[config.mk]
export PLATFORM = sky130hd
export DESIGN_NAME = asi_core
export DESIGN_NICKNAME = d
export VERILOG_FILES = /design/src/asi_pkg.sv /design/src/asi_core.sv
export VERILOG_INCLUDE_DIRS = /design/src
export SDC_FILE = /design/constraint.sdc
export NUM_CORES = 1
export LEC_CHECK = 0
export ABC_AREA = 1
export BUFFER_PORTS_ARGS = -buffer_cell sky130_fd_sc_hd__buf_2
export CELL_PAD_IN_SITES_DETAIL_PLACEMENT = 1
export CELL_PAD_IN_SITES_GLOBAL_PLACEMENT = 1
export CORE_ASPECT_RATIO = 0.75
export CORE_UTILIZATION = 42
export CTS_BUF_LIST = sky130_fd_sc_hd__clkbuf_2 sky130_fd_sc_hd__clkbuf_4 sky130_fd_sc_hd__clkbuf_8
export CTS_CLUSTER_SIZE = 10
export DETAILED_ROUTE_END_ITERATION = 7
export GPL_ROUTABILITY_DRIVEN = 0
export PLACE_DENSITY_LB_ADDON = 0.05
export REMOVE_ABC_BUFFERS = 1
export SLEW_MARGIN = 20
export SYNTH_ARGS = -nofsm -noshare
export SYNTH_HDL_FRONTEND = slang
export SYNTH_SLANG_ARGS = --single-unit
[constraint.sdc]
create_clock -name clk -period 2.6 [get_ports clk]
set_input_delay 0 -clock clk [delete_from_list [all_inputs] [get_ports clk]]
set_output_delay 0 -clock clk [all_outputs]
set_load 0.02 [all_outputs]
[src/asi_params.svh]
// Constants of the asynchronous serial interface
`ifndef ASI_PARAMS_SVH
`define ASI_PARAMS_SVH
`define ASI_STAT_RST 8'hc0
`define ASI_SUB_LAST 4'hf
`define ASI_SMP_A 4'h7
`define ASI_SMP_B 4'h8
`define ASI_SMP_C 4'h9
`define ASI_LEN8 4'ha
`define ASI_LEN9 4'hb
`define ASI_PR_1 4'h0
`define ASI_PR_3 4'h2
`define ASI_PR_4 4'h3
`define ASI_PR_13 4'hc
`define ASI_WORD_W 8
`define ASI_FIFO_DEPTH 16
`endif

[src/asi_pkg.sv]
// Types of the asynchronous serial interface
package asi_pkg;
   typedef struct packed {
      logic tx_buffer_empty_flag;
      logic tx_done_flag;
      logic rx_full_flag;
      logic idle_flag;
      logic overrun_flag;
      logic noise_flag;
      logic framing_flag;
      logic parity_fail_flag;
   } asi_stat_t;
   typedef struct packed {
      logic [1:0] common_prescale_sel;
      logic [2:0] tx_rate_div_sel;
      logic [2:0] rx_rate_div_sel;
      logic [7:0] tx_fine_prescaler;
      logic [7:0] rx_fine_prescaler;
   } asi_rate_t;
   typedef struct packed {
      logic tx_on;
      logic rx_on;
      logic word9;
      logic send_break_bit;
      logic wake_addr;
      logic parity_on;
      logic parity_odd_sel;
      logic txe_irq_on;
      logic txdone_irq_on;
      logic rx_irq_on;
      logic idle_irq_on;
      logic parity_irq_on;
   } asi_ctrl_t;
   typedef enum logic [1:0] {TX_OFF, TX_WAIT, TX_SEND} asi_txst_t;
   typedef enum logic [1:0] {K_DATA, K_IDLE, K_BRK, K_MARK} asi_kind_t;
   typedef enum logic [1:0] {RX_OFF, RX_HUNT, RX_BITS} asi_rxst_t;
   typedef struct packed {
      logic [6:0] div;
      logic [7:0] fn;
      logic tick;
   } asi_rate_st_t;
endpackage

[src/asi_core.sv]
// Serial interface core: rate dividers, transmit FIFO and frame engines
`timescale 1ns/1ps
`include "asi_params.svh"

// ==================================================
// Rate divider for one direction
module asi_rate (
   input wire logic clk,
   input wire logic reset,
   input wire logic pre_tick,
   input wire logic [2:0] div_sel,
   input wire logic [7:0] fine,
   output logic tick
);
   import asi_pkg::*;
   asi_rate_st_t s;
   asi_rate_st_t n;
   logic [6:0] lim;

   // Low div_sel bits set
   assign lim = ~(7'h7f << div_sel);
   assign tick = s.tick;

   // Power-of-two stage, then optional fine stage
   always_comb begin
      n = s;
      n.tick = 1'b0;
      if (pre_tick) begin
         n.div = s.div + 7'h01;
         if (s.div == lim) begin
            n.div = 7'h00;
            n.fn = s.fn + 8'h01;
            // Zero fine value bypasses the stage
            if (fine == 8'h00 || s.fn == fine - 8'h01) begin
               n.fn = 8'h00;
               n.tick = 1'b1;
            end
         end
      end
      if (reset) begin
         n = '0;
      end
   end

   always_ff @(posedge clk) begin
      s <= n;
   end
endmodule

// ==================================================
// Transmit FIFO
module asi_fifo #(
   parameter int W = `ASI_WORD_W,
   parameter int D = `ASI_FIFO_DEPTH
) (
   input wire logic clk,
   input wire logic reset,
   input wire logic in_valid,
   input wire logic [W-1:0] in_data,
   output logic in_ready,
   output logic out_valid,
   output logic [W-1:0] out_data,
   input wire logic out_ready
);
   localparam int AW = $clog2(D);
   typedef struct packed {
      logic [D-1:0][W-1:0] mem;
      logic [AW-1:0] wp;
      logic [AW-1:0] rp;
      logic [AW:0] cnt;
      logic rdy;
   } asi_fifo_st_t;
   asi_fifo_st_t s;
   asi_fifo_st_t n;
   logic push;
   logic pop;

   assign in_ready = s.rdy;
   assign out_valid = (s.cnt != '0);
   assign out_data = s.mem[s.rp];

   // Ready is registered so it can leave the core as a flop
   always_comb begin
      n = s;
      push = in_valid && s.rdy;
      pop = out_ready && (s.cnt != '0);
      if (push) begin
         n.mem[s.wp] = in_data;
         n.wp = s.wp + 1'b1;
      end
      if (pop) begin
         n.rp = s.rp + 1'b1;
      end
      n.cnt = s.cnt + (AW+1)'(push) - (AW+1)'(pop);
      n.rdy = (n.cnt != (AW+1)'(D));
      if (reset) begin
         n = '0;
         n.rdy = 1'b1;
      end
   end

   always_ff @(posedge clk) begin
      s <= n;
   end
endmodule

// ==================================================
// Top: serial transmitter and receiver
module asi_core (
   input wire logic clk,
   input wire logic reset,
   input wire asi_pkg::asi_ctrl_t ctrl,
   input wire asi_pkg::asi_rate_t rate,
   input wire logic tx_ninth_bit,
   input wire logic cpu_irq_mask,
   input wire logic mute_set,
   input wire logic status_access,
   input wire logic data_read,
   input wire logic tx_in_valid,
   input wire logic [7:0] tx_in_data,
   output logic tx_in_ready,
   input wire logic serial_in_pin,
   output logic serial_out_pin,
   output logic serial_out_oe,
   output asi_pkg::asi_stat_t status,
   output logic [7:0] rx_data,
   output logic rx_ninth_bit,
   output logic rx_mute,
   output logic irq
);
   import asi_pkg::*;
   typedef struct packed {
      asi_stat_t st;
      logic armed;
      logic [3:0] pre;
      logic pre_tick;
      asi_txst_t txs;
      asi_kind_t kind;
      logic [10:0] tsh;
      logic [3:0] tbits;
      logic [3:0] tsub;
      logic [7:0] thold;
      logic pend_idle;
      logic brk_sent;
      logic ton_d;
      asi_rxst_t rxs;
      logic [3:0] rsub;
      logic [3:0] rbits;
      logic [8:0] rsh;
      logic smp_a;
      logic smp_b;
      logic nz;
      logic [7:0] idle_cnt;
      logic idle_armed;
      logic [7:0] rbuf;
      logic r9;
      logic mute;
      logic irq;
      logic line;
      logic oe;
   } asi_core_st_t;
   asi_core_st_t s;
   asi_core_st_t n;
   logic tx_tick;
   logic rx_tick;
   logic fifo_valid;
   logic [7:0] fifo_data;
   logic pop;
   logic rise;
   logic end_fr;
   logic done;
   logic idle_ev;
   logic v;
   logic noisy;
   logic msb;
   logic par_bad;
   logic wake;
   logic [3:0] len;
   logic [3:0] pre_lim;
   logic [8:0] w9;
   logic [8:0] word;

   assign status = s.st;
   assign rx_data = s.rbuf;
   assign rx_ninth_bit = s.r9;
   assign rx_mute = s.mute;
   assign irq = s.irq;
   assign serial_out_pin = s.line;
   assign serial_out_oe = s.oe;

   // One divider per direction shares the common prescaler tick
   asi_rate u_tx_rate (
      .clk(clk),
      .reset(reset),
      .pre_tick(s.pre_tick),
      .div_sel(rate.tx_rate_div_sel),
      .fine(rate.tx_fine_prescaler),
      .tick(tx_tick)
   );
   asi_rate u_rx_rate (
      .clk(clk),
      .reset(reset),
      .pre_tick(s.pre_tick),
      .div_sel(rate.rx_rate_div_sel),
      .fine(rate.rx_fine_prescaler),
      .tick(rx_tick)
   );

   // A pop from the FIFO acts as the data-register write
   asi_fifo u_fifo (
      .clk(clk),
      .reset(reset),
      .in_valid(tx_in_valid),
      .in_data(tx_in_data),
      .in_ready(tx_in_ready),
      .out_valid(fifo_valid),
      .out_data(fifo_data),
      .out_ready(pop)
   );

   // Common prescaler limit
   always_comb begin
      case (rate.common_prescale_sel)
         2'b00: pre_lim = `ASI_PR_1;
         2'b01: pre_lim = `ASI_PR_3;
         2'b10: pre_lim = `ASI_PR_4;
         default: pre_lim = `ASI_PR_13;
      endcase
   end

   // Whole next-state: clears come first so that sets win
   always_comb begin
      n = s;
      end_fr = 1'b0;
      done = 1'b0;
      idle_ev = 1'b0;
      len = ctrl.word9 ? `ASI_LEN9 : `ASI_LEN8;
      rise = ctrl.tx_on && !s.ton_d;
      pop = fifo_valid && s.st.tx_buffer_empty_flag && s.armed && ctrl.tx_on;
      v = (s.smp_a & s.smp_b) | (s.smp_a & serial_in_pin) | (s.smp_b & serial_in_pin);
      noisy = !((s.smp_a == s.smp_b) && (s.smp_b == serial_in_pin));
      word = ctrl.word9 ? s.rsh : {1'b0, s.rsh[8:1]};
      msb = ctrl.word9 ? word[8] : word[7];
      par_bad = ctrl.parity_on && ((ctrl.word9 ? ^word : ^word[7:0]) != ctrl.parity_odd_sel);
      wake = s.mute && ctrl.wake_addr && msb;
      w9 = {tx_ninth_bit, s.thold};
      if (ctrl.parity_on) begin
         if (ctrl.word9) begin
            w9[8] = ^w9[7:0] ^ ctrl.parity_odd_sel;
         end else begin
            w9[7] = ^w9[6:0] ^ ctrl.parity_odd_sel;
         end
      end
      // Common prescaler
      n.pre_tick = 1'b0;
      n.pre = s.pre + 4'h1;
      if (s.pre >= pre_lim) begin
         n.pre = 4'h0;
         n.pre_tick = 1'b1;
      end
      // Two-step clear sequences
      if (status_access) begin
         n.armed = 1'b1;
      end
      if (pop) begin
         n.thold = fifo_data;
         n.st.tx_buffer_empty_flag = 1'b0;
         n.st.tx_done_flag = 1'b0;
         n.armed = 1'b0;
      end
      if (data_read && s.armed) begin
         n.st.rx_full_flag = 1'b0;
         n.st.idle_flag = 1'b0;
         n.st.overrun_flag = 1'b0;
         n.st.noise_flag = 1'b0;
         n.st.framing_flag = 1'b0;
         n.st.parity_fail_flag = 1'b0;
         n.armed = 1'b0;
      end
      // Transmit enable edge: idle frame queued, held byte dropped unless in TX_OFF
      n.ton_d = ctrl.tx_on;
      if (rise) begin
         n.pend_idle = 1'b1;
         if (s.txs != TX_OFF) begin
            n.st.tx_buffer_empty_flag = 1'b1;
         end
      end
      // Shift out, 16 sub-bit ticks per bit
      if (s.txs == TX_SEND && tx_tick) begin
         n.tsub = s.tsub + 4'h1;
         if (s.tsub == `ASI_SUB_LAST) begin
            n.tsh = {1'b1, s.tsh[10:1]};
            n.tbits = s.tbits - 4'h1;
            end_fr = (s.tbits == 4'h1);
         end
      end
      if (end_fr && s.kind == K_DATA) begin
         n.st.tx_done_flag = 1'b1;
      end
      if (s.txs == TX_OFF && ctrl.tx_on) begin
         n.txs = TX_WAIT;
      end
      // Choose the next frame once the line is free
      if (s.txs == TX_WAIT || end_fr) begin
         n.txs = TX_SEND;
         n.tsub = 4'h0;
         n.tbits = len;
         if (!ctrl.tx_on) begin
            n.txs = TX_OFF;
         end else if (ctrl.send_break_bit) begin
            n.tsh = '0;
            n.kind = K_BRK;
            n.brk_sent = 1'b1;
         end else if (s.brk_sent) begin
            n.tsh = '1;
            n.tbits = 4'h1;
            n.kind = K_MARK;
            n.brk_sent = 1'b0;
         end else if (n.pend_idle) begin
            n.tsh = '1;
            n.kind = K_IDLE;
            n.pend_idle = 1'b0;
         end else if (!s.st.tx_buffer_empty_flag) begin
            n.tsh = ctrl.word9 ? {1'b1, w9, 1'b0} : {2'b11, w9[7:0], 1'b0};
            n.kind = K_DATA;
            n.st.tx_buffer_empty_flag = 1'b1;
         end else begin
            n.txs = TX_WAIT;
         end
      end
      // Receive bit engine
      case (s.rxs)
         RX_OFF: begin
            n.idle_cnt = 8'h00;
            if (ctrl.rx_on) begin
               n.rxs = RX_HUNT;
            end
         end
         RX_HUNT: begin
            if (rx_tick) begin
               if (!serial_in_pin) begin
                  n.rxs = RX_BITS;
                  n.rsub = 4'h0;
                  n.rbits = 4'h0;
                  n.nz = 1'b0;
                  n.idle_cnt = 8'h00;
               end else if (s.idle_cnt != {len, 4'h0}) begin
                  n.idle_cnt = s.idle_cnt + 8'h01;
                  idle_ev = (n.idle_cnt == {len, 4'h0});
               end
            end
         end
         RX_BITS: begin
            if (rx_tick) begin
               n.rsub = s.rsub + 4'h1;
               if (s.rsub == `ASI_SMP_A) begin
                  n.smp_a = serial_in_pin;
               end
               if (s.rsub == `ASI_SMP_B) begin
                  n.smp_b = serial_in_pin;
               end
               if (s.rsub == `ASI_SMP_C) begin
                  n.nz = s.nz | noisy;
                  n.rbits = s.rbits + 4'h1;
                  if (s.rbits == 4'h0 && v) begin
                     n.rxs = RX_HUNT;
                  end else if (s.rbits == len - 4'h1) begin
                     done = 1'b1;
                     n.rxs = RX_HUNT;
                  end else if (s.rbits != 4'h0) begin
                     n.rsh = {v, s.rsh[8:1]};
                  end
               end
            end
         end
         default: begin
            n.rxs = RX_OFF;
         end
      endcase
      if (!ctrl.rx_on) begin
         n.rxs = RX_OFF;
      end
      // Completed word; muted receiver keeps flags still
      if (done && (!s.mute || wake)) begin
         if (wake) begin
            n.mute = 1'b0;
         end
         if (n.st.rx_full_flag) begin
            n.st.overrun_flag = 1'b1;
         end else begin
            n.st.rx_full_flag = 1'b1;
            n.rbuf = word[7:0];
            n.r9 = word[8];
            n.st.noise_flag = s.nz | noisy;
            n.st.framing_flag = !v;
            n.st.parity_fail_flag = par_bad;
            n.idle_armed = 1'b1;
         end
      end
      // Idle frame: wake or flag, flag only once per received word
      if (idle_ev) begin
         if (s.mute) begin
            if (!ctrl.wake_addr) begin
               n.mute = 1'b0;
            end
         end else if (s.idle_armed) begin
            n.st.idle_flag = 1'b1;
            n.idle_armed = 1'b0;
         end
      end
      // Software mute write wins over a wake in the same cycle
      if (mute_set) begin
         n.mute = 1'b1;
      end
      // Shared interrupt line; receive sources gated by mute
      n.irq = !cpu_irq_mask && (
         (ctrl.txe_irq_on && n.st.tx_buffer_empty_flag) ||
         (ctrl.txdone_irq_on && n.st.tx_done_flag) ||
         (!n.mute && ctrl.rx_irq_on && (n.st.rx_full_flag || n.st.overrun_flag)) ||
         (!n.mute && ctrl.idle_irq_on && n.st.idle_flag) ||
         (!n.mute && ctrl.parity_irq_on && n.st.parity_fail_flag));
      n.line = (n.txs == TX_SEND) ? n.tsh[0] : 1'b1;
      n.oe = ctrl.tx_on || ctrl.rx_on;
      if (reset) begin
         n = '0;
         n.st = `ASI_STAT_RST;
         n.line = 1'b1;
      end
   end

   always_ff @(posedge clk) begin
      s <= n;
   end

   // ==================================================
   // Checks
   a_tx_flags_clear: assert property (@(posedge clk) disable iff (reset)
      (pop && !end_fr && !rise) |=> (!status.tx_buffer_empty_flag && !status.tx_done_flag))
      else $error("flags not cleared by write");
   a_break_low: assert property (@(posedge clk) disable iff (reset)
      (s.txs == TX_SEND && s.kind == K_BRK) |-> !serial_out_pin)
      else $error("break frame not low");
   a_break_mark: assert property (@(posedge clk) disable iff (reset)
      (end_fr && s.kind == K_BRK && ctrl.tx_on && !ctrl.send_break_bit)
      |=> (s.kind == K_MARK && serial_out_pin))
      else $error("no mark after break");
   a_idle_first: assert property (@(posedge clk) disable iff (reset)
      ($rose(ctrl.tx_on) && s.txs == TX_OFF && !s.brk_sent && !ctrl.send_break_bit
      ##1 !ctrl.send_break_bit) |=> (s.txs == TX_SEND && s.kind == K_IDLE))
      else $error("no idle frame first");
   a_rx_full_set: assert property (@(posedge clk) disable iff (reset)
      (done && !s.mute && !s.st.rx_full_flag) |=> status.rx_full_flag)
      else $error("full flag not set");
   a_overrun_keep: assert property (@(posedge clk) disable iff (reset)
      (done && !s.mute && s.st.rx_full_flag && !(data_read && s.armed))
      |=> (status.overrun_flag && $stable(rx_data)))
      else $error("overrun handling wrong");
   a_mute_quiet: assert property (@(posedge clk) disable iff (reset)
      (done && s.mute && !wake && !data_read)
      |=> $stable({status.rx_full_flag, status.overrun_flag, status.parity_fail_flag}))
      else $error("muted receiver set a flag");
   a_idle_wake: assert property (@(posedge clk) disable iff (reset)
      (idle_ev && s.mute && !ctrl.wake_addr && !mute_set)
      |=> (!rx_mute && !$rose(status.idle_flag)))
      else $error("idle wake wrong");
   a_parity_flag: assert property (@(posedge clk) disable iff (reset)
      (done && !s.mute && !s.st.rx_full_flag && par_bad) |=> status.parity_fail_flag)
      else $error("parity error missed");
   a_irq_masked: assert property (@(posedge clk) disable iff (reset)
      cpu_irq_mask |=> !irq)
      else $error("interrupt while masked");
endmodule

# == Yosys cells after proc, flatten, opt, wreduce, memory -nomap -nowiden ==
# Index checks and enable logic that the tools add are counted.
# Widths: inputs -> output; s select.
# totals
register_bits,266
elab_cells,315
out_inout_bits,22
inputBits,53
# classes
n_lt_le_gt_ge,4
n_shift,2
eq_ne,30
addsub,17
n_reduce_logical,80
bitwise,18
muxes,103
# ops
operator,count
$bwmux 128,1
$mux 13,5
$mux 9,7
$mux 1,49
$mux 10,4
$bmux 8 s4,1
$demux 8 s4,1
$mux 16,2
$mux 8,4
$pmux 8 s2,2
$logic_and 1x1->1,26
$mux 2,13
$add 4x1->4 const B,6
$add 8x1->8 const B,3
$eq 8x8->1,3
$mux 23,1
$mux 22,1
$mux 19,1
$mux 17,1
$logic_not 8->1,2
$reduce_xor 8->1,2
$sub 8x1->8 const B,2
$mux 15,1
$add 7x1->7 const B,2
other kinds (50),114

# == Longest topological paths before layout ==
# Gate-level depths: netlist (run 1).
# logic_depth
word_depth,21
ltp_mapped,16
mapped_depth_nobuf,15

# == By module ==
# Synthesis (run 1) repeated with hierarchy kept, for this count alone.
# hier_totals
cells_unflattened,2130
hier_area_um2,14058.5
# by_module_without_submodules
module,cells_per_inst,instances,area_each_um2,seq_area_each_um2
asi_fifo,999,1,6600.1,2842.7
asi_core,677,1,4814.6,1841.8
asi_rate at u_tx_rate,230,1,1331.3,320.3
asi_rate at u_rx_rate,224,1,1312.5,320.3

# == Worst setup path before layout (run 1) ==
# Ideal clock, no wire load.
# synth_timing
path_kind,flip-flop to flip-flop
from,reg u_fifo.s[3] (netlist bit)
to,"reg u_fifo.s, in the netlist u_fifo.in_ready"
path_stages_with_launch,17
required_time_ps,2470
synth_period_minus_slack_ps,2709
path_slack_ps,-109
n_path_buf,1
arrival_time_ps,2579
setup_ps,130
path_cell_list,dfxtp_1 -> inv_1 -> ha_1 -> nand3_1 -> nand4_1 -> inv_1 -> clkbuf_1 -> ha_1 -> inv_1 -> ha_1 -> inv_1 -> fa_1 -> nor2_1 -> a211oi_1 -> xnor2_1 -> nor3_1 -> nand4_1
# synth_between
elab_chain_cells,7
elab_cells_between_ends,8
classes_between,add/sub (2); eq/ne (1); reduce/logical (5)
# synth_lines
element,line,text
from (decl),asi_core.sv:73,asi_fifo_st_t s;
from (signal assigned),asi_core.sv:103,s <= n;
$reduce_bool 5->1 (*),"asi_core.sv:79, asi_core.sv:86",
$logic_and 1x1->1 (3 in a row),asi_core.sv:239,pop = fifo_valid && s.st.tx_buffer_empty_flag && s.armed && ctrl.tx_on;
$logic_and 1x1->1 (*),asi_core.sv:86,pop = out_ready && (s.cnt != '0);
named net u_fifo.pop,asi_core.sv:76,logic pop;
$sub 5x1->5 (*),asi_core.sv:94,n.cnt = s.cnt + (AW+1)'(push) - (AW+1)'(pop);
$ne 5x5->1 (*),asi_core.sv:95,n.rdy = (n.cnt != (AW+1)'(D));
# The timed path passes the listed nets; every way through them passes the cells marked *.
# A chain may end at the register's enable or synchronous reset.

# == Worst setup path after layout (run 1) ==
# layout_timing
from,reg u_fifo.s[3] (netlist bit)
to,"reg u_fifo.s, in the netlist u_fifo.in_ready"
# layout_between
elab_chain_cells,7
elab_cells_between_ends,8
classes_between,add/sub (2); eq/ne (1); reduce/logical (5)
# layout_lines
element,line
branches (longest 5 deep; another with $add 5x1->5),--
$sub 5x1->5 (*),asi_core.sv:94
$ne 5x5->1 (*),asi_core.sv:95
# Every way passes the cells marked *.

==> run_results.csv, run 1 <==
group,metric,value,unit
cells_and_area,syn_to_final_growth,15.78,%
synth,syn-instance-count,1869,
timing,whs,54.88,ps
flow_run,cap_violations,0,
cts,cts_sinks,266,
critical_path,regToRegSetupSlack,9,ps
synth,synthFlopType,"dfxtp_1",
cts,clock_path_buffers,3,
floorplanning,core_area,31180,um2
global_route,grt_max_degree,109,
drt,wire_per_inst,16.94,um
timing,min_period_over_period,99.66,%
cts,cts_root_buf,"clkbuf_8",
cells_and_area,final_common_cell,"nor2_1",
critical_path,worstPathArrival,3030,ps
pwr,p_int,0.007343,W
cells_and_area,finalNonFillerCells,2409,
floorplanning,num_rows,56,
global_route,antenna_found_initial,0,
timing,finalSetupViolations,0,
drt,drtIter0Drc,740,
synth,ys_seq_area_share,40.06,%
timing,slew_headroom,54.29,%
pwr,p_sw,0.003227,W
floorplanning,fp.dieH,156.1,um
cells_and_area,antenna_cells,0,
drt,vias,12710,
drt,avgViaCountPerCell,5.276,
global_route,grt_usage,25.01,%
pwr,p_total,0.01057,W
synth,async_flop_share,0,%
cts,numCtsBuffers,45,
synth,synthDistinctLibCells,56,
drt,drc,0,
timing,tightestPinTransition,683.7,ps
floorplanning,chipWidth,207.4,um
pwr,p_leak,6.727,nW
synth,syn_area,13290,um2
placed_design,portBuffers,74,
cells_and_area,fin_area,15390,um2
global_route,first_global_vias,12860,
cells_and_area,mostFrequentLayoutCells,"nor2_1, dfxtp_1, o21ai_0, nand2_1, inv_1",
placed_design,place_area,14000,um2
cts,path_clk_slew,60,ps
worst_hold_path,hold_path.class,"input port to register",
cts,htreeDepth,2,
synth,synth_area_per_cell,7.112,um2
global_route,gr-total-overflow,0,
drt,drtAntennaViolNets,0,
synth,yosysTopAreaCell,"dfxtp_1",
synth,synth_edf_count,0,
floorplanning,initial_core_util,42.63,%
critical_path,worstSetupPathType,"register to register",
cells_and_area,drive_above_1_share,12.13,%
timing,finalMaxSlewViolations,0,
pwr,p_per_area,686.8,nW/um2
placed_design,dp_hpwl,27.82,mm
critical_path,cp_max_fo,2,
pwr,pwr-share-seq,42.1,%
timing,hold_viol_final,0,
critical_path,start_kind,"register",
pwr,clkPwrFrac,37.9,%
pwr,netSwitchingFraction,30.53,%
timing,max_freq,385.9,MHz
synth,ys_top_cells_by_area,"dfxtp_1, nor2_1, o21ai_0",
placed_design,dpl.cell_count,2292,
cts,clock_latency,580,ps
floorplanning,die_area,32370,um2
synth,synth_warnings,0,
timing,final.min_clock_period,2591,ps
critical_path,worst_setup_path_end_kind,"register",
global_route,grt_pass1_wl,65.95,mm
critical_path,cp.required,3040,ps
drt,wl,40.81,mm
pwr,peakVddDrop,0.3459,mV
run_status,status,"complete, no violations",
cts,cts_tree,"yes",
synth,synth-seq-cells,266,
floorplanning,ios,75,
cells_and_area,layout.nets,2064,
cells_and_area,nFillCells,4009,
pwr,p_comb_share,19.9,%
timing,clock_skew,11.03,ps
drt,drt_pass1_iterations,6,
synth,synth.top_cell.area_share,40.06,%
[stage by stage]
step / setup WS [ps] / util [%] / TNS (ps)
2_1_floorplan: -821.8 / - / -8623
6_report: 8.740 / 49.36 / 0
4_1_cts: 5.023 / 49.07 / 0
3_5_place_dp: 47.67 / 44.91 / 0
3_3_place_gp: 207.8 / 44.91 / 0
5_1_grt: -106.1 / 49.36 / -106.1
[power groups by stage]
stage	logic, W	registers (W)	clock network [W]
after floorplan	0.00113	0.00457	0
after global routing	0.00233	0.00448	0.00431
after detailed placement	0.00188	0.00453	0
after CTS	0.00194	0.00445	0.00413
after global placement	0.00181	0.00452	0
final	0.00211	0.00445	0.00401
[flip-flops by register name (all words and copies together) (netlist names), 8 cells and up]
register     count
u_tx_rate.s     15
rx_data          8
u_rx_rate.s     15
u_fifo.s       141
status           8
s               71
[synthesized netlist by cell type (13+ instances only)]
library cell  instances
a21oi_1             108
buf_2                14
buf_4                20
clkbuf_1             47
dfxtp_1             266
ha_1                 37
inv_1               210
nand2_1             210
nand3_1              71
nand4_1              23
nor2_1              391
nor3_1               21
o211ai_1             34
o21ai_0             231
o221ai_1             13
xnor2_1              20
xor2_1               44
[per-layer routing]
layer | part of all wire [%] | vias up | track usage [%] | routed length [um]
met1 | 50 | 6162 | 34.40 | 20530
met2 | 44 | 197 | 40.34 | 17910
met3 | 4.0 | 56 | 4.408 | 1617
met5 | 0 | - | 0 | 0
met4 | 1.8 | 0 | 6.574 | 752
li1 | - | 6295 | - | -
[path summary, 6_finish.rpt]
| path | from | to | cells after the start |
|---|---|---|---|
| setup reg to reg | u_fifo.s[3] | u_fifo.in_ready | 15 |
| setup / recovery | u_fifo.s[3] | u_fifo.in_ready | 15 |
| hold / removal | ctrl[9] | rx_ninth_bit | 4 |
| hold reg to reg | rx_data[0] | rx_data[0] | 2 |
[cell type report]
type,instances,area [um2],share of cell area [%]
clock inverters,4,47.55,0.3089
multi-input cells,1297,6773,44.01
clock buffers,73,898.4,5.837
repair buffers,143,1001,6.504
well taps,406,508.0,3.301
inverters,220,828.3,5.382
flip-flops and latches,266,5334,34.66
[worst max-delay path: stages, from the launching register on]
cell and delay, ps:
dfxtp_2 320, inv_2 70, ha_4 130, nand3_2 70, nand4_1 100, inv_1 70
ha_1 300, inv_1 80, ha_2 200, inv_2 40, fa_2 370, nor2_2 110
a211oi_2 60, xnor2_1 160, nor3_1 240, nand4_1 120
[cells by family (layout without fill, tap and decap cells)]
group	Yosys count	after routing	synth area share (%)
AO/OA/AOI/OAI	425	425	17.80
XOR/XNOR	64	64	4.217
adder cells (fa/ha/maj)	38	38	3.633
buffers and inverters	306	440	9.347
flip-flops	266	266	40.06
multiplexers	11	11	0.8283
AND/OR/NAND/NOR	759	759	24.12
[what timing repair did]
item,CTS,global route
endpoints found under the hold margin,177,0
buffers inserted,0,5
setup endpoints to repair,0,2
resized for setup,0,20
hold buffers,35,0
(Power assumes the default switching activity.)
==> run 2, diff against run 1 <==
BUFFER_PORTS_ARGS = -buffer_cell sky130_fd_sc_hd__buf_4   (was -buffer_cell sky130_fd_sc_hd__buf_2)
==> run 2 against run 1 <==
Clock power up 10%. Sequential share of layout area shrank 0.79 points. Via count up 0.44%. Critical endpoint unchanged. Largest cell class unchanged.
==> run_results.csv, run 2 (synthesis gave the netlist of run 1 again) <==
group,metric,value,unit
run_status,status,"complete, no violations",
floorplanning,core_area,31180,um2
critical_path,cp.required,3040,ps
cts,clock_path_buffers,3,
critical_path,cp_slowest_cell,"fa_2",
floorplanning,chipWidth,207.4,um
drt,vias,12770,
cells_and_area,drive_above_1_share,12.11,%
cells_and_area,mostFrequentLayoutCells,"nor2_1, dfxtp_1, o21ai_0, nand2_1, inv_1",
global_route,grt_pass1_wl,66.81,mm
critical_path,worst_setup_path_end_kind,"register",
global_route,gr-total-overflow,0,
drt,drtIter0Drc,665,
cts,numCtsBuffers,47,
timing,final.min_clock_period,2443,ps
cts,clock_latency,580,ps
critical_path,cp_max_fo,2,
placed_design,dp_hpwl,28.11,mm
pwr,p_int,0.007653,W
flow_run,cap_violations,0,
timing,finalSetupViolations,0,
worst_hold_path,hold_path.class,"input port to register",
floorplanning,num_rows,56,
pwr,clkPwrFrac,40.4,%
critical_path,worstSetupPathType,"register to register",
timing,rsz0062_at_grt,"false",
cells_and_area,syn_to_final_growth,18.41,%
pwr,p_leak,6.866,nW
drt,drc,0,
timing,tightestPinTransition,685.2,ps
cells_and_area,largest_register_ffs,141,
timing,hold_viol_final,0,
critical_path,regToRegSetupSlack,160,ps
global_route,first_global_vias,13060,
cells_and_area,top_register,"u_fifo.s",
critical_path,crit_family,"adder cells",
timing,min_period_over_period,93.95,%
pwr,p_per_area,693.2,nW/um2
global_route,antenna_found_initial,0,
floorplanning,ios,75,
cts,cts_sinks,266,
cells_and_area,nFillCells,3951,
timing,slew_headroom,54.19,%
cts,cts_tree,"yes",
pwr,peakVddDrop,0.3404,mV
critical_path,crit_buf_inv,4,
global_route,grt_usage,25.25,%
drt,wire_per_inst,16.77,um
timing,clock_skew,23.36,ps
cts,path_clk_slew,70,ps
floorplanning,die_area,32370,um2
critical_path,critPathMostFrequentCell,"inv_2",
cells_and_area,final_common_cell,"nor2_1",
cts,cts_root_buf,"clkbuf_8",
cts,htreeDepth,2,
critical_path,worstPathArrival,2880,ps
floorplanning,initial_core_util,42.63,%
cells_and_area,top_regs,"u_fifo.s (141), s (71)",
cells_and_area,multi_input_comb_area,6753,um2
timing,max_freq,409.4,MHz
pwr,p_comb_share,18.6,%
placed_design,portBuffers,74,
cells_and_area,finalNonFillerCells,2421,
critical_path,cp_cell_sequence,"inv_1, ha_1, nand3_1, nand4_1, inv_2, ha_4, inv_2, ha_4, inv_2, fa_2, nor2_1, a211oi_1, xnor2_1, nor3_1, nand4_1",
drt,drtAntennaViolNets,0,
pwr,p_sw,0.003258,W
floorplanning,fp.dieH,156.1,um
placed_design,dpl.cell_count,2298,
critical_path,start_kind,"register",
pwr,p_total,0.01091,W
drt,avgViaCountPerCell,5.273,
cells_and_area,layout.nets,2070,
critical_path,slowest_delay,360,ps
pwr,pwr-share-seq,40.9,%
timing,finalMaxSlewViolations,0,
cells_and_area,antenna_cells,0,
drt,wl,40.60,mm
cells_and_area,register_area,5331,um2
pwr,netSwitchingFraction,29.86,%
drt,drt_pass1_iterations,5,
global_route,grt_max_degree,65,
run 2: cell types whose count changed in the layout (fill, tap and decap cells not counted), moves of 3 or more:
cell	change
clkinv_2	+4
buf_2	-74
clkbuf_8	+5
buf_4	+74
nor2_1	+3
clkbuf_4	-4
run 2: power groups by stage:
stage / clock network, W / logic, W / registers, W
6_report: 0.00441 / 0.00203 / 0.00447
5_1_grt: 0.00474 / 0.00228 / 0.00450
4_1_cts: 0.00453 / 0.00198 / 0.00446
3_5_place_dp: 0 / 0.00191 / 0.00455
3_3_place_gp: 0 / 0.00185 / 0.00454
2_1_floorplan: 0 / 0.00113 / 0.00457
run 2: timing repair:
action,4_1_cts,5_1_grt
resized for setup,0,10
setup buffers,0,1
hold buffers,37,0
hold endpoints to repair,194,0
setup endpoints to repair,0,3
run 2: final timing paths:
check        depth (start not counted)              end         start
min reg2reg                          2     u_fifo.s[38]  u_fifo.s[38]
max                                 15  u_fifo.in_ready   u_fifo.s[3]
max reg2reg                         15  u_fifo.in_ready   u_fifo.s[3]
min                                  7   u_rx_rate.tick      rate[17]
run 2: final cells by class:
type                            instances  area share [%]
Clock buffer                           74           5.954
Tap cell                              406           3.227
Inverter                              220           5.262
Clock inverter                         11          0.8665
Sequential cell                       266           33.87
Multi-Input combinational cell       1297           42.90
Timing Repair Buffer                  147           7.917
run 2: tightest hold or removal path: stages:
cell	delay, ps
buf_4	130
nand2_1	90
a21oi_1	70
nand2_1	70
nor2_2	50
nand3_4	110
nor3_1	80
run 2: routing by layer:
metal	wire length (um)	share of wire, %	up-vias	track usage (%)
li1	-	-	6323	-
met2	17810	44	202	40.44
met5	0	0	-	0
met1	20340	50	6185	34.99
met4	714	1.8	0	6.610
met3	1744	4.3	56	4.428
run 2: metrics by stage:
stage          worst slack (ps)  utilization [%]  TNS (ps)  cell area (um2)  hold slack (ps)
2_1_floorplan            -821.8                -     -8623            12880            66.69
3_3_place_gp              214.8            45.73         0            14260            249.2
6_report                  157.2            50.48         0            15740            79.90
4_1_cts                   24.88            50.36         0            15700            44.59
3_5_place_dp              48.24            45.73         0            14260            254.0
5_1_grt                   15.40            50.48         0            15740            91.93
==> run 3, diff against run 2 <==
ABC_AREA = 0   (was 1)
CAP_MARGIN = 20   (was not set)
CORE_ASPECT_RATIO = 1.1   (was 0.75)
CORE_UTILIZATION = 45   (was 42)
==> run 3 against run 2 <==
The run now ends with setup timing left. Via count down 19%. Cell area down 1.4%. Worst hold slack worse by 65 ps. Non-clock buffer count up 19. Die area down 8.1%. First-iteration DRC count down 44%. Synthesized area down 1.6%. Clock power down 12%. Maximum frequency down 17%. Critical path type unchanged. Critical endpoint unchanged.
==> run_results.csv, run 3 <==
group,metric,value,unit
run_status,status,"finished with violations",
run_status,violations,"setup timing",
drt,wl,32.79,mm
synth,syn-instance-count,1384,
flow_run,cap_violations,0,
global_route,gr-total-overflow,0,
cts,cts_sinks,266,
critical_path,worstPathArrival,3360,ps
critical_path,critPathMostFrequentCell,"inv_2",
cts,clock_latency,560,ps
cts,clock_path_buffers,3,
floorplanning,die_area,29760,um2
cts,numCtsBuffers,47,
global_route,grt_usage,22.43,%
placed_design,dp_hpwl,22.43,mm
floorplanning,fp.dieH,180.8,um
placed_design,portBuffers,74,
drt,drt_pass1_iterations,4,
drt,wire_per_inst,17.13,um
global_route,first_global_vias,10680,
timing,finalMaxSlewViolations,0,
synth,synth_warnings,0,
cells_and_area,drive_above_1_share,19.60,%
critical_path,cp_slowest_cell,"or4b_4",
synth,ys_seq_area_share,40.70,%
cells_and_area,layout.nets,1605,
global_route,antenna_found_initial,0,
critical_path,crit_start,"u_fifo.s[4]",
critical_path,slowest_delay,460,ps
critical_path,crit_family,"simple AND/OR/NAND/NOR gates",
floorplanning,ios,75,
floorplanning,num_rows,65,
cells_and_area,antenna_cells,0,
critical_path,start_kind,"register",
cts,htreeDepth,2,
pwr,p_total,0.009943,W
synth,synth-seq-cells,266,
cells_and_area,nFillCells,3249,
drt,drtIter0Drc,375,
pwr,p_leak,6.011,nW
cts,cts_tree,"yes",
drt,avgViaCountPerCell,5.391,
timing,worst_slack,-340.1,ps
synth,synth.top_cell.area_share,40.70,%
timing,max_freq,340.1,MHz
timing,final.min_clock_period,2940,ps
worst_hold_path,hold_start,"rate[6]",
drt,drtAntennaViolNets,0,
critical_path,r2r-start,"u_fifo.s[4]",
synth,yosysTopAreaCell,"dfxtp_1",
critical_path,worst_setup_path_end_kind,"register",
drt,drc,0,
timing,rsz0062_at_grt,"true",
synth,yosys-top-cells-count,"dfxtp_1, nor2_1, mux2i_1, nand2_1, clkbuf_1",
cells_and_area,mostFrequentLayoutCells,"dfxtp_1, nor2_1, mux2i_1, buf_4, nand2_1",
timing,hold_viol_final,0,
floorplanning,chipWidth,164.6,um
critical_path,cp_cell_sequence,"inv_2, ha_4, or4b_4, nand4_1, inv_1, ha_1, inv_1, ha_2, inv_2, fa_2, inv_2, a21oi_2, nor2_2, or3_1, a21oi_2, nand4_1",
synth,ys_top_cells_by_area,"dfxtp_1, mux2i_1, nor2_1",
cells_and_area,top_register,"u_fifo.s",
critical_path,cp.required,3020,ps
synth,synth_edf_count,0,
critical_path,cp_max_fo,2,
timing,setup_tns,-814.8,ps
synth,synthFlopType,"dfxtp_1",
synth,synthDistinctLibCells,72,
timing,min_period_over_period,113.1,%
pwr,peakVddDrop,0.4010,mV
floorplanning,initial_core_util,45.70,%
cells_and_area,top_regs,"u_fifo.s (141), s (71)",
timing,clock_skew,24.35,ps
cts,path_clk_slew,60,ps
timing,finalSetupViolations,3,
global_route,grt_max_degree,50,
critical_path,worstSetupPathType,"register to register",
floorplanning,core_area,28630,um2
pwr,p_per_area,640.6,nW/um2
drt,vias,10320,
timing,tightestPinTransition,682.4,ps
critical_path,crit_buf_inv,5,
timing,slew_headroom,54.08,%
cts,cts_root_buf,"clkbuf_8",
synth,syn_area,13080,um2
cells_and_area,final_common_cell,"dfxtp_1",
synth,yosysMostFrequentCell,"dfxtp_1",
synth,async_flop_share,0,%
synth,synth_area_per_cell,9.453,um2
placed_design,pre_cts_slack,-533.1,ps
global_route,grt_pass1_wl,54.22,mm
worst_hold_path,hold_path.class,"input port to register",
cells_and_area,syn_to_final_growth,18.64,%
cells_and_area,largest_register_ffs,141,
run 3: cell count changes in the layout (fill, tap and decap cells not counted), sizes merged, moves of 30 or more:
cell and change:
o21ai -217, inv -173, nor2 -151, mux2i +145, nand2 -137, a21oi -59
nand3 -49, mux4 +40, buf +31, xnor2 +30
run 3: path summary, 6_finish.rpt:
check                         end  slack [ps]  cells after the start
setup reg to reg  u_fifo.in_ready        -340                     16
hold / removal     u_rx_rate.s[2]          10                      4
setup / recovery  u_fifo.in_ready        -340                     16
hold reg to reg             s[65]         480                      2
run 3: power breakdown:
part           switching, W  total (W)  internal (W)  leakage, nW
clock               0.00173    0.00387       0.00214        0.511
sequential         0.000118    0.00435       0.00423         2.15
combinational      0.000867    0.00172      0.000854         3.35
total               0.00272    0.00994       0.00723         6.01
run 3: final cells by class:
type / instances / area (um2) / area share, %
timing repair buffer: 166 / 1358 / 8.746
inverter: 42 / 157.7 / 1.016
tap: 368 / 460.4 / 2.967
multi-input combinational: 991 / 7277 / 46.88
clock inverter: 12 / 67.56 / 0.4353
sequential: 266 / 5333 / 34.36
clock buffer: 69 / 868.3 / 5.595
run 3: cell families after synthesis:
kind of cell | synth area share [%]
AND/OR/NAND/NOR | 18.97
flip-flops | 40.70
multiplexers | 18.82
AO/OA/AOI/OAI | 7.805
buffers and inverters | 4.208
XOR/XNOR | 5.796
adder cells (fa/ha/maj) | 3.692
run 3: metrics by stage:
step                      utilization, %  instances  instance area (um2)  hold slack, ps
final                              54.22       1914                15520           14.75
after global routing               54.22       1914                15520           40.05
after CTS                          53.79       1906                15400           2.016
after detailed placement           49.23       1787                14090           178.9
after global placement             49.23       1787                14090           167.9
after floorplan                        -       1299                12690           66.69
run 3: timing repair:
| item | in CTS | in global routing |
|---|---|---|
| hold buffers | 25 | 0 |
| endpoints found under the hold margin | 180 | 0 |
| setup endpoints to repair | 3 | 6 |
| resized for setup | 12 | 14 |
| setup buffers | 13 | 8 |
| pin swaps | 8 | 7 |
run 3: per-layer routing:
metal	up-vias	track usage, %	share of wire [%]
li1	5110	-	-
met3	49	3.306	2.8
met4	0	6.385	2.1
met1	5034	27.86	44
met5	-	0	0
met2	126	39.73	51
run 3: tightest hold or removal path: stages:
cell and delay (ps):
buf_4 100, or3_1 180, nand4_1 110, a21oi_1 130
